<file path="config.mk">
export PLATFORM = sky130hd
export DESIGN_NAME = sbo_arbiter
export DESIGN_NICKNAME = d
export VERILOG_FILES = /design/src/sbo_arbiter.v
export VERILOG_INCLUDE_DIRS = /design/src
export SDC_FILE = /design/constraint.sdc
export NUM_CORES = 1
export LEC_CHECK = 0
export CORE_ASPECT_RATIO = 1.4
export CORE_MARGIN = 5
export CORE_UTILIZATION = 30
export CTS_CLUSTER_SIZE = 8
export DETAILED_ROUTE_END_ITERATION = 8
export DONT_BUFFER_PORTS = 1
export SETUP_SLACK_MARGIN = 0.5
export SLEW_MARGIN = 30
export SYNTH_ARGS = -nofsm -noshare
export SYNTH_HDL_FRONTEND = slang
export SYNTH_SLANG_ARGS = --single-unit
</file>
<file path="constraint.sdc">
create_clock -name clk_sys -period 11.4 [get_ports clk_sys]
set_clock_uncertainty 0.1 [all_clocks]
set_input_delay 2.28 -clock clk_sys [delete_from_list [all_inputs] [get_ports clk_sys]]
set_output_delay 2.28 -clock clk_sys [all_outputs]
set_load 0.05 [all_outputs]
</file>
<file path="src/sbo_defines.vh">
`ifndef SBO_DEFINES_VH
`define SBO_DEFINES_VH

// bus widths
`define SBO_AD_WIDTH 32
`define SBO_CMD_WIDTH 5

// top bit of the command bus: cycle type
`define SBO_CMD_TYPE_BIT 4
`define SBO_CMD_ADDR_CYCLE 1'h0
`define SBO_CMD_DATA_CYCLE 1'h1

// data identifier bit marking the last word of a response
`define SBO_ID_LAST_BIT 3

// command codes distinguishing read from write (low four bits)
`define SBO_CMD_READ 4'h0
`define SBO_CMD_WRITE 4'h8

// arbitration states
`define SBO_ST_MASTER 3'h0
`define SBO_ST_FLOAT_OUT 3'h1
`define SBO_ST_SLAVE 3'h2
`define SBO_ST_FLOAT_IN 3'h3
`define SBO_ST_RECLAIM 3'h4

// handover delays in cycles
`define SBO_ACCEPT_RUN 2
`define SBO_RECLAIM_DELAY 2

// reset values
`define SBO_RST_AD 32'h0000_0000
`define SBO_RST_CMD 5'h00

`endif

</file>
<file path="src/sbo_arbiter.v">
`timescale 1ns/1ps
`default_nettype none
`include "sbo_defines.vh"

// Summary of operation
// - on release negate ownership, float one cycle
// - on return, float then own and drive
// - valid strobe repeats the held word until it is accepted or the bus is released
// - command issued after two consecutive accept cycles
// - agent returns read data at any pace
// - accept high after low kills command; retry
// - killed read: release next cycle, reclaim later
// - grant after at most one more request
// - reclaim five cycles after request negated
// - pending read releases bus until last word
// - request held through last word keeps agent master
// - slave state never stalls; a word arriving at a full buffer is lost unless one is read that cycle
// - any reset makes processor bus master
// - owner drives always, floats only at handover
// - outputs launched and inputs captured on clk edge
// - command top bit marks address or data cycle
// - after read issue move to slave unprompted
module sbo_arbiter #(
   parameter AD_WIDTH = `SBO_AD_WIDTH,
   parameter CMD_WIDTH = `SBO_CMD_WIDTH
) (
   input wire clk_sys,
   input wire reset_n,
   input wire power_on_reset_n,
   // shared buses as three signals each
   input wire [AD_WIDTH-1:0] shared_addr_data_bus_in,
   output reg [AD_WIDTH-1:0] shared_addr_data_bus_out,
   output reg shared_addr_data_bus_oe,
   input wire [CMD_WIDTH-1:0] shared_command_bus_in,
   output reg [CMD_WIDTH-1:0] shared_command_bus_out,
   output reg shared_command_bus_oe,
   output reg processor_owns_bus_n,
   output reg processor_word_valid_n,
   input wire agent_word_valid_n,
   input wire agent_accept_n,
   input wire agent_bus_request_n,
   // core side request stream
   input wire req_valid,
   output wire req_ready,
   input wire [AD_WIDTH-1:0] req_addr_data,
   input wire [CMD_WIDTH-1:0] req_command,
   output reg req_issued,
   output reg req_killed,
   // received words from the agent
   output wire rx_valid,
   input wire rx_ready,
   output wire [AD_WIDTH-1:0] rx_addr_data,
   output wire [CMD_WIDTH-1:0] rx_command,
   output reg rx_overflow,
   output wire read_pending
);

   // ************************************************************
   // input capture
   // ************************************************************
   reg [AD_WIDTH-1:0] in_ad;
   reg [CMD_WIDTH-1:0] in_cmd;
   reg in_valid;
   reg in_req;
   reg acc_now;
   reg acc_prev;
   wire any_reset = ~reset_n | ~power_on_reset_n;

   always @(posedge clk_sys) begin
      if (any_reset) begin
         in_ad <= `SBO_RST_AD;
         in_cmd <= `SBO_RST_CMD;
         in_valid <= 1'b0;
         in_req <= 1'b0;
         acc_now <= 1'b0;
         acc_prev <= 1'b0;
      end else begin
         in_ad <= shared_addr_data_bus_in;
         in_cmd <= shared_command_bus_in;
         in_valid <= ~agent_word_valid_n;
         in_req <= ~agent_bus_request_n;
         acc_now <= ~agent_accept_n;
         acc_prev <= acc_now;
      end
   end

   function is_addr_cycle;
      input [CMD_WIDTH-1:0] cmd;
      begin
         is_addr_cycle = (cmd[`SBO_CMD_TYPE_BIT] == `SBO_CMD_ADDR_CYCLE);
      end
   endfunction

   function is_read_cmd;
      input [CMD_WIDTH-1:0] cmd;
      begin
         is_read_cmd = is_addr_cycle(cmd) &&
            (cmd[3:0] == `SBO_CMD_READ);
      end
   endfunction

   // ************************************************************
   // arbitration state machine
   // ************************************************************
   reg [2:0] state;
   reg [2:0] next_state;
   reg [1:0] wait_cnt;
   reg [1:0] next_wait_cnt;
   reg pend_read;
   reg sent_once; // a request was offered since agent asked
   reg killed_read;

   wire own_bus = (state == `SBO_ST_MASTER);
   // accepted on two consecutive cycles of the accept line
   wire issue_now = own_bus & ~processor_word_valid_n &
      acc_now & acc_prev;
   wire kill_now = own_bus & ~processor_word_valid_n &
      acc_prev & ~acc_now;
   wire last_word = in_valid &
      ~is_addr_cycle(in_cmd) & in_cmd[`SBO_ID_LAST_BIT];
   wire issued_read = issue_now & is_read_cmd(shared_command_bus_out);
   // grant once one request went out, or accept is withheld
   wire grant = in_req & (sent_once | ~acc_now);

   always @* begin
      next_state = state;
      next_wait_cnt = wait_cnt;
      case (state)
         `SBO_ST_MASTER: begin
            if (grant | issued_read | killed_read) begin
               next_state = `SBO_ST_FLOAT_OUT;
            end
         end
         `SBO_ST_FLOAT_OUT: begin
            next_state = `SBO_ST_SLAVE;
         end
         `SBO_ST_SLAVE: begin
            // reclaim when neither read nor request holds us
            if (~in_req & ~pend_read) begin
               next_state = `SBO_ST_FLOAT_IN;
               next_wait_cnt = 2'h1;
            end
         end
         `SBO_ST_FLOAT_IN: begin
            if (in_req) begin
               next_state = `SBO_ST_SLAVE;
            end else if (wait_cnt == 2'h0) begin
               next_state = `SBO_ST_RECLAIM;
            end else begin
               next_wait_cnt = wait_cnt - 2'h1;
            end
         end
         `SBO_ST_RECLAIM: begin
            next_state = `SBO_ST_MASTER;
         end
         default: begin
            next_state = `SBO_ST_MASTER;
         end
      endcase
   end

   always @(posedge clk_sys) begin
      if (any_reset) begin
         state <= `SBO_ST_MASTER;
         wait_cnt <= 2'h0;
         pend_read <= 1'b0;
         sent_once <= 1'b0;
         killed_read <= 1'b0;
      end else begin
         state <= next_state;
         wait_cnt <= next_wait_cnt;
         // killed read hands the bus over one cycle later
         killed_read <= kill_now &
            is_read_cmd(shared_command_bus_out);
         if (issued_read) begin
            pend_read <= 1'b1;
         end else if (last_word & (state == `SBO_ST_SLAVE)) begin
            pend_read <= 1'b0;
         end
         if (~in_req) begin
            sent_once <= 1'b0;
         end else if (own_bus & ~processor_word_valid_n) begin
            sent_once <= 1'b1;
         end
      end
   end

   // ************************************************************
   // bus drive
   // ************************************************************
   // a killed read must not re-offer before release
   assign req_ready = own_bus & (next_state == `SBO_ST_MASTER) &
      (processor_word_valid_n | issue_now) & ~pend_read;

   always @(posedge clk_sys) begin
      if (any_reset) begin
         processor_owns_bus_n <= 1'b0;
         shared_addr_data_bus_oe <= 1'b1;
         shared_command_bus_oe <= 1'b1;
         shared_addr_data_bus_out <= `SBO_RST_AD;
         shared_command_bus_out <= `SBO_RST_CMD;
         processor_word_valid_n <= 1'b1;
         req_issued <= 1'b0;
         req_killed <= 1'b0;
      end else begin
         // drive only while master
         processor_owns_bus_n <= ~((next_state == `SBO_ST_MASTER));
         shared_addr_data_bus_oe <= (next_state == `SBO_ST_MASTER);
         shared_command_bus_oe <= (next_state == `SBO_ST_MASTER);
         req_issued <= issue_now;
         req_killed <= kill_now;
         if (next_state != `SBO_ST_MASTER) begin
            processor_word_valid_n <= 1'b1;
         end else if (req_valid & req_ready) begin
            shared_addr_data_bus_out <= req_addr_data;
            shared_command_bus_out <= req_command;
            processor_word_valid_n <= 1'b0;
         end else if (issue_now) begin
            processor_word_valid_n <= 1'b1;
         end
         // otherwise the held word is reissued until accepted
      end
   end

   // ************************************************************
   // two-entry receive buffer
   // ************************************************************
   localparam W = AD_WIDTH + CMD_WIDTH;
   reg [W-1:0] buf_mem [0:1];
   reg wr_ptr;
   reg rd_ptr;
   reg [1:0] count;
   wire push = in_valid & (state == `SBO_ST_SLAVE);
   wire pop = rx_valid & rx_ready;
   wire full = (count == 2'h2);

   assign rx_valid = (count != 2'h0);
   assign {rx_addr_data, rx_command} = buf_mem[rd_ptr];
   assign read_pending = pend_read;

   always @(posedge clk_sys) begin
      if (any_reset) begin
         wr_ptr <= 1'b0;
         rd_ptr <= 1'b0;
         count <= 2'h0;
         rx_overflow <= 1'b0;
         buf_mem[0] <= {W{1'b0}};
         buf_mem[1] <= {W{1'b0}};
      end else begin
         // agent cannot be stalled; a full buffer flags loss
         rx_overflow <= push & full & ~pop;
         if (push & (~full | pop)) begin
            buf_mem[wr_ptr] <= {in_ad, in_cmd};
            wr_ptr <= ~wr_ptr;
         end
         if (pop) begin
            rd_ptr <= ~rd_ptr;
         end
         case ({push & (~full | pop), pop})
            2'b10: count <= count + 2'h1;
            2'b01: count <= count - 2'h1;
            default: count <= count;
         endcase
      end
   end

endmodule // sbo_arbiter
`default_nettype wire

</file>
### Yosys cells after proc, flatten, opt, wreduce, memory -nomap -nowiden

Memory sizes are Yosys's and may differ from the RTL's. A register that Yosys moved wholly into a read port is not among the register bits.
Cells that the tools add are included.

| word-level totals | value |
|---|---|
| register bits after elaboration | 96 |
| memory bits (writable) | 74 |
| bits of input ports | 82 |
| output and inout port bits | 84 |
| word-level logic and storage cells | 118 |
| memories kept | 1 |

| cells by class | value |
|---|---|
| $add $sub $neg | 3 |
| eq/ne operators | 9 |
| mux-type cells | 24 |
| bitwise logic cells | 43 |
| reductions and logical operators | 16 |

Memories:

| name | words | bits a word | rd ports | clocked after memory_dff | wr ports | RTL line | text |
|---|---|---|---|---|---|---|---|
| buf_mem | 2 | 37 | 1 | 1 | 2 | sbo_arbiter.v:229 | `reg [W-1:0] buf_mem [0:1];` |

Operator list:

| operator | number |
|---|---|
| $mux 37 | 1 |
| $reduce_or 37->1 | 1 |
| $and 1x1->1 | 21 |
| $not 1->1 | 16 |
| $mux 1 | 13 |
| $mux 3 | 4 |
| $pmux 3 s4 | 1 |
| $reduce_bool 2->1 | 5 |
| $pmux 2 s2 | 2 |
| $eq 3x2->1 const B | 2 |
| $logic_not 3->1 | 2 |
| $mux 2 | 3 |
| $ne 2x2->1 const B | 3 |
| $or 1x1->1 | 6 |
| $eq 2x2->1 const B | 2 |
| $logic_not 4->1 | 1 |
| $reduce_and 4->1 | 1 |
| $reduce_or 2->1 | 2 |
| $sub 2x1->2 const B | 2 |
| $eq 3x1->1 const B | 1 |
| $reduce_bool 3->1 | 1 |
| $add 2x1->2 const B | 1 |
| $eq 2x1->1 const B | 1 |
| $logic_not 2->1 | 1 |
| other kinds (2) | 2 |

### Longest topological paths before layout

Gate-level depths: netlist of the first run.

| depth | value |
|---|---|
| word-level depth | 15 |
| gate-level depth with buffers | 7 |
| mapped depth without buffers | 6 |

### Worst setup path before layout of the first run

Ideal clock, no wire load.

| timing path | value |
|---|---|
| path type | input to register |
| from | input rx_ready |
| to | memory buf_mem[0][0] in the netlist's numbering, enable pin |
| library setup time | 0.483 ns |
| data arrival time | 5.130 ns |
| data required time | 10.817 ns |
| slack | 5.687 ns |
| stages on the path | 3 |
| buffers on the path | 0 |
| cell sequence | or3b_1 nand2_1 o21ai_0 |

RTL lines:

| item | RTL line | text |
|---|---|---|
| start, declared | sbo_arbiter.v:51 | `input wire rx_ready,` |
| end, declared | sbo_arbiter.v:229 |  |

### Worst setup path after layout of the first run

| timing path | value |
|---|---|
| from | register processor_word_valid_n |
| to | output req_ready |

| between the ends | value |
|---|---|
| word-level cells in the longest chain between the ends | 13 |
| elaborated cells on any way between the ends | 14 |
| classes of those cells | 2 x mux; 11 x bitwise; 1 x reduce/logical |

Ends and longest elaborated chain:

| item | RTL line | text |
|---|---|---|
| start, declared | sbo_arbiter.v:38 | `output reg processor_word_valid_n,` |
| start signal, assigned | sbo_arbiter.v:202 | `processor_word_valid_n <= 1'b1;` |
| start signal, assigned | sbo_arbiter.v:213 | `processor_word_valid_n <= 1'b1;` |
| start signal, assigned | sbo_arbiter.v:217 | `processor_word_valid_n <= 1'b0;` |
| $not 1->1 | sbo_arbiter.v:115 | `wire issue_now = own_bus & ~processor_word_valid_n &` |
| $and 1x1->1 (2 in a row) | sbo_arbiter.v:115 |  |
| $and 1x1->1 | sbo_arbiter.v:116 | `acc_now & acc_prev;` |
| $and 1x1->1 | sbo_arbiter.v:121 | `wire issued_read = issue_now & is_read_cmd(shared_command_bus_out);` |
| $or 1x1->1 (2 in a row) | sbo_arbiter.v:130 | `if (grant \| issued_read \| killed_read) begin` |
| $mux 3 | sbo_arbiter.v:130 |  |
| $pmux 3 s4 | sbo_arbiter.v:128 | `case (state)` |
| $logic_not 3->1 (no line) | - |  |
| $and 1x1->1 | sbo_arbiter.v:192 | `` assign req_ready = own_bus & (next_state == `SBO_ST_MASTER) & `` |
| $and 1x1->1 * (2 in a row) | sbo_arbiter.v:192 |  |
| end, declared | sbo_arbiter.v:44 | `output wire req_ready,` |

Every way passes the cells marked *; elsewhere a longest branch is shown, timed or not.

==> metrics, run 1 <==
fraction of layout cells with a size suffix above 1=16.3%; total track usage=11.8%; Site Rows=64; Hold Path Class=register to register; syn_nets=632; Syn Inst Count=548; top cells by count, synth=dfxtp_1, nand2_1, and3_1; Critical Path Sink Type=primary output; Ys Warns=0; LEAKAGE=3.11 nW; DR pass1 iterations=6; Detailed Route WL=14500 um; hold buffers post-CTS=0; Crit-path slowest cell=dfxtp_1; Finished Cell Area=7530 sq um; Syn Area/Cell=12.1 sq um; PwrDens=178 nW/um^2; CP arrival=2.10 ns; Placer Congestion=0.768; Cell Area, Placed=6900 sq um; H-Tree Level Count=4; Peak supply drop=0.106 mV; NumNets Final=617; synth unique cells=45; Routed Antenna Nets=0; initial antenna violation count=1; DIE AREA=25300 sq um; CP cell instances=nor4_4, a31oi_2, nor3_1, buf_4; GRT Max-Usage Layer=met2; setup TNS=0 ns; CTS-repair resized insts=0; Setup crit start kind=register; CTS buffer count=17; kind of critical path=register to primary output; Slew @ Worst Pin=0.960 ns; Non-Filler Instances=844; WP buf/inv=1; area delta synth->final=13.2%; placed cell count=811; status=complete, no violations; crit share post-route=39.3%; Syn Std Cell Area=6660 sq um; routed length per instance=17.2 um; Max Slew Vio Count=0; Initial Util=30.4%; Fin Hold WS=0.399 ns; Core Area=21900 sq um; GR Overflow Total=0; First DRT Iteration DRCs=130; ranking of synthesized cells by area=edfxtp_1, dfxtp_1, and3_1; fmax=223 MHz; Chip Height=186 um; Yosys top cell area share=33.4%; vias in the first global route=4177; worst-path fanout max=6; CP required=9.02 ns; M1 GR Usage=12.8%; CTS Buffer Depth=2; largest net degree at the start of global routing=82; Via Count=3901; first-pass GRT wire length=22800 um; flops & latches, synth=171; number of max-cap violations=0; port bufs=0; most common cell in the netlist=dfxtp_1; fin util=34.4%; post-synthesis sequential area ratio=62.6%; clk sinks=171; clk slew on worst S/H paths=0.07 ns; met2 GRT Util=20.5%; post-synth top area cell=edfxtp_1; via density per instance=4.62; Post-synth EDFFs=74; CTS tree=built; setup violators final=0; crit-path leading delay family=simple AND/OR/NAND/NOR gates; Slew headroom=35.9%; DRC viols=0; Clock Latency Late Sink=0.42 ns; fillers=2147; Tmin final=4.48 ns; M3 GR Usage=5.76%; detailed placement HPWL=10200 um; Die Span X=136 um; Async SR Flop Fraction=0%; Final Hold Vio Count=0; ys flop type=dfxtp_1; RSZ-0062 raised after global routing=false; root buf cell=clkbuf_16; Setup Fix Bufs, Post-CTS=0; I/O pins=166; Critical Path Max Stage Delay=0.53 ns
stage by stage:
stage          total power, mW  setup WS (ns)
3_3_place_gp             0.764           7.01
4_1_cts                   1.36           6.88
3_5_place_dp             0.768           6.98
6_report                  1.34           6.92
5_1_grt                   1.40           6.75
2_1_floorplan            0.760           5.69
layout by cell type, fill, tap and decap left out, drive strengths merged, types with 7 or more instances in the layout:
cell	synthesis	layout
and2	40	40
and3	76	76
buf	7	7
clkbuf	34	17
dfxtp	97	97
edfxtp	74	74
inv	3	11
mux2	37	37
mux2i	39	39
nand2	85	85
nor2	13	13
per-layer routing:
layer | vias to the layer above | share of wire, %
li1 | 1877 | -
met3 | 12 | 11
met4 | 0 | 1.0
met5 | - | 0
met1 | 1848 | 38
met2 | 164 | 51
layout make-up:
type | instances | area, sq um | share of cell area [%]
Antenna cell | 1 | 2.50 | 0.0332
Clock buffer | 17 | 425 | 5.65
Clock inverter | 15 | 195 | 2.59
Inverter | 3 | 11.3 | 0.150
Multi-Input combinational cell | 333 | 2290 | 30.4
Sequential cell | 171 | 4170 | 55.3
Tap cell | 297 | 372 | 4.93
Timing Repair Buffer | 7 | 67.6 | 0.897
sequential cells by signal, indices dropped and copies added (netlist names), 2 cells and up, named ones only:
register,count
in_ad,32
shared_command_bus_out,5
buf_mem,74
in_cmd,5
wait_cnt,2
shared_addr_data_bus_out,32
count,2
state,3
cell families (layout without fill, tap and decap cells):
group                    after synthesis  in the layout  synth area share, %
XOR/XNOR                               4              4                0.527
multiplexers                          76             76                 12.1
AND/OR/NAND/NOR                      239            239                 19.6
adder cells (fa/ha/maj)                2              2                0.376
buffers and inverters                 44             42                 3.53
AO/OA/AOI/OAI                         12             12                 1.24
other                                  0              1                    0
flip-flops                           171            171                 62.6
worst register-to-register path, stage by stage, from the launching register on:
cell     delay (ns)
dfxtp_1        0.53
nor4_4         0.51
a31oi_2        0.20
nor4b_4        0.23
buf_4          0.54
mux2i_1        0.28
power by group:
| part | switching (mW) | total (mW) | internal [mW] | leakage [nW] |
|---|---|---|---|---|
| logic | 0.0469 | 0.0663 | 0.0194 | 1.20 |
| clock network | 0.271 | 0.589 | 0.318 | 0.297 |
| registers | 0.0274 | 0.686 | 0.658 | 1.62 |
worst paths after layout:
| kind | end | slack, ns | depth (start not counted) | startpoint |
|---|---|---|---|---|
| hold / removal | sent_once$_SDFFE_PP0N_ | 0.40 | 1 | sent_once$_SDFFE_PP0N_ |
| setup reg to reg | shared_command_bus_out[2]$_SDFFE_PP0P_ | 8.93 | 5 | processor_word_valid_n$_SDFFE_PP1P_ |
| setup / recovery | req_ready | 6.92 | 4 | processor_word_valid_n$_SDFFE_PP1P_ |
| hold reg to reg | sent_once$_SDFFE_PP0N_ | 0.40 | 1 | sent_once$_SDFFE_PP0N_ |
Note: power is estimated with default switching activity, not from simulation.
==> run 2: changes to the inputs <==
clock period = 4 ns   (was 11.4 ns; I/O delays follow)
==> metrics, run 2 (synthesis gave the netlist of run 1 again) <==
placed cell count=811; Routed Antenna Nets=0; CTS-repair resized insts=0; root buf cell=clkbuf_16; Tmin final=3.08 ns; P_sw=0.956 mW; CTS Buffer Depth=2; total track usage=12.1%; CTS buffer count=17; routed length per instance=17.9 um; LEAKAGE=3.10 nW; fillers=2175; PwrDens=503 nW/um^2; worst-path fanout max=6; detailed placement HPWL=10400 um; first-pass GRT wire length=23100 um; Critical Path Sink Type=primary output; Die Span X=136 um; Clock Latency Late Sink=0.43 ns; hold buffers post-CTS=0; Max Slew Vio Count=0; Biggest register=buf_mem; Slew headroom=37.4%; Final WS setup=0.921 ns; number of max-cap violations=0; CP arrival=2.18 ns; Detailed Route WL=15100 um; commonest cells after routing, fill and taps aside=dfxtp_1, nand2_1, and3_1; clock share of power=43.2%; CTS tree=built; kind of critical path=register to primary output; P_int=2.82 mW; Setup WS pre-CTS=0.969 ns; Site Rows=64; NumNets Final=617; Chip Height=186 um; Hold Path Class=input port to register; Critical Path Max Stage Delay=0.54 ns; Net Sw Frac=25.3%; share of power burned in registers=51.8%; initial antenna violation count=4; WP buf/inv=1; Initial Util=30.4%; vias in the first global route=4127; clk sinks=171; fmax=325 MHz; Setup crit start kind=register; crit share post-route=77.0%; H-Tree Level Count=4; crit-path leading delay family=simple AND/OR/NAND/NOR gates; fraction of layout cells with a size suffix above 1=16.3%; DRC viols=0; RSZ-0062 raised after global routing=false; Setup Fix Bufs, Post-CTS=0; max reg flops=74; port bufs=0; commonest non-fill, non-tap cell in the layout=dfxtp_1; area delta synth->final=12.7%; Crit-path slowest cell=dfxtp_1; CP required=3.10 ns; setup TNS=0 ns; DIE AREA=25300 sq um; I/O pins=166; Via Count=3890; largest registers=buf_mem: 74 flops, in_ad: 32 flops, shared_addr_data_bus_out: 32 flops; via density per instance=4.61; largest net degree at the start of global routing=82; DR pass1 iterations=4; Slew @ Worst Pin=0.938 ns; Non-Filler Instances=844; clk slew on worst S/H paths=0.07 ns; setup violators final=0; First DRT Iteration DRCs=162; Core Area=21900 sq um; status=complete, no violations; Peak supply drop=0.286 mV; Placer Congestion=0.749; CP cell instances=nor4_4, a31oi_2, nor3_1, buf_4; Comb pwr share=5.1%; GR Overflow Total=0; Final Hold Vio Count=0
## run 2: layout make-up
type                       count  area (sq um)  area share [%]
antenna                        1          2.50          0.0333
clock buffer                  17           425            5.67
clock inverter                15           155            2.07
inverter                       3          11.3           0.150
multi-input combinational    333          2290            30.5
sequential                   171          4170            55.5
tap                          297           372            4.95
timing repair buffer           7          80.1            1.07
## run 2: power by group through the flow
stage               Combinational [mW]  Clock [mW]  Sequential, mW
global route                     0.205        1.74            1.96
CTS                              0.195        1.68            1.96
floorplan                        0.180           0            1.98
finish                           0.191        1.63            1.95
detailed placement               0.195           0            1.99
global placement                 0.184           0            1.99
## run 2: worst reg2reg max path, delay by kind of cell (launching register included)
| family | cells | cell delay [ns] |
|---|---|---|
| flops | 1 | 0.54 |
| simple gates | 4 | 1.84 |
## run 2: worst paths after layout
path,from,to,slack (ns),cells after the start
max,processor_word_valid_n$_SDFFE_PP1P_,req_ready,0.92,4
min,agent_accept_n,acc_now$_SDFF_PP0_,0.33,1
max reg2reg,state[1]$_SDFF_PP0_,buf_mem[0][24]$_SDFFCE_PN0P_,1.39,4
min reg2reg,wait_cnt[0]$_SDFFE_PP0P_,wait_cnt[0]$_SDFFE_PP0P_,0.41,2
## run 2: per-layer routing
| layer | vias to the layer above | GRT usage, % | share of wire (%) |
|---|---|---|---|
| li1 | 1884 | - | - |
| met1 | 1831 | 12.5 | 38 |
| met2 | 149 | 21.8 | 52 |
| met3 | 20 | 5.73 | 9.4 |
| met4 | 6 | 3.63 | 1.3 |
| met5 | - | 0 | 0.22 |
## run 2: stage by stage
step / utilization, % / cell area [sq um] / hold WS [ns] / total power, mW
6_report: 34.3 / 7500 / 0.329 / 3.77
5_1_grt: 34.3 / 7500 / 0.305 / 3.91
4_1_cts: 34.3 / 7500 / 0.303 / 3.83
3_5_place_dp: 31.6 / 6920 / 0.401 / 2.19
3_3_place_gp: 31.4 / 6870 / 0.372 / 2.18
2_1_floorplan: - / 6660 / 0.361 / 2.16
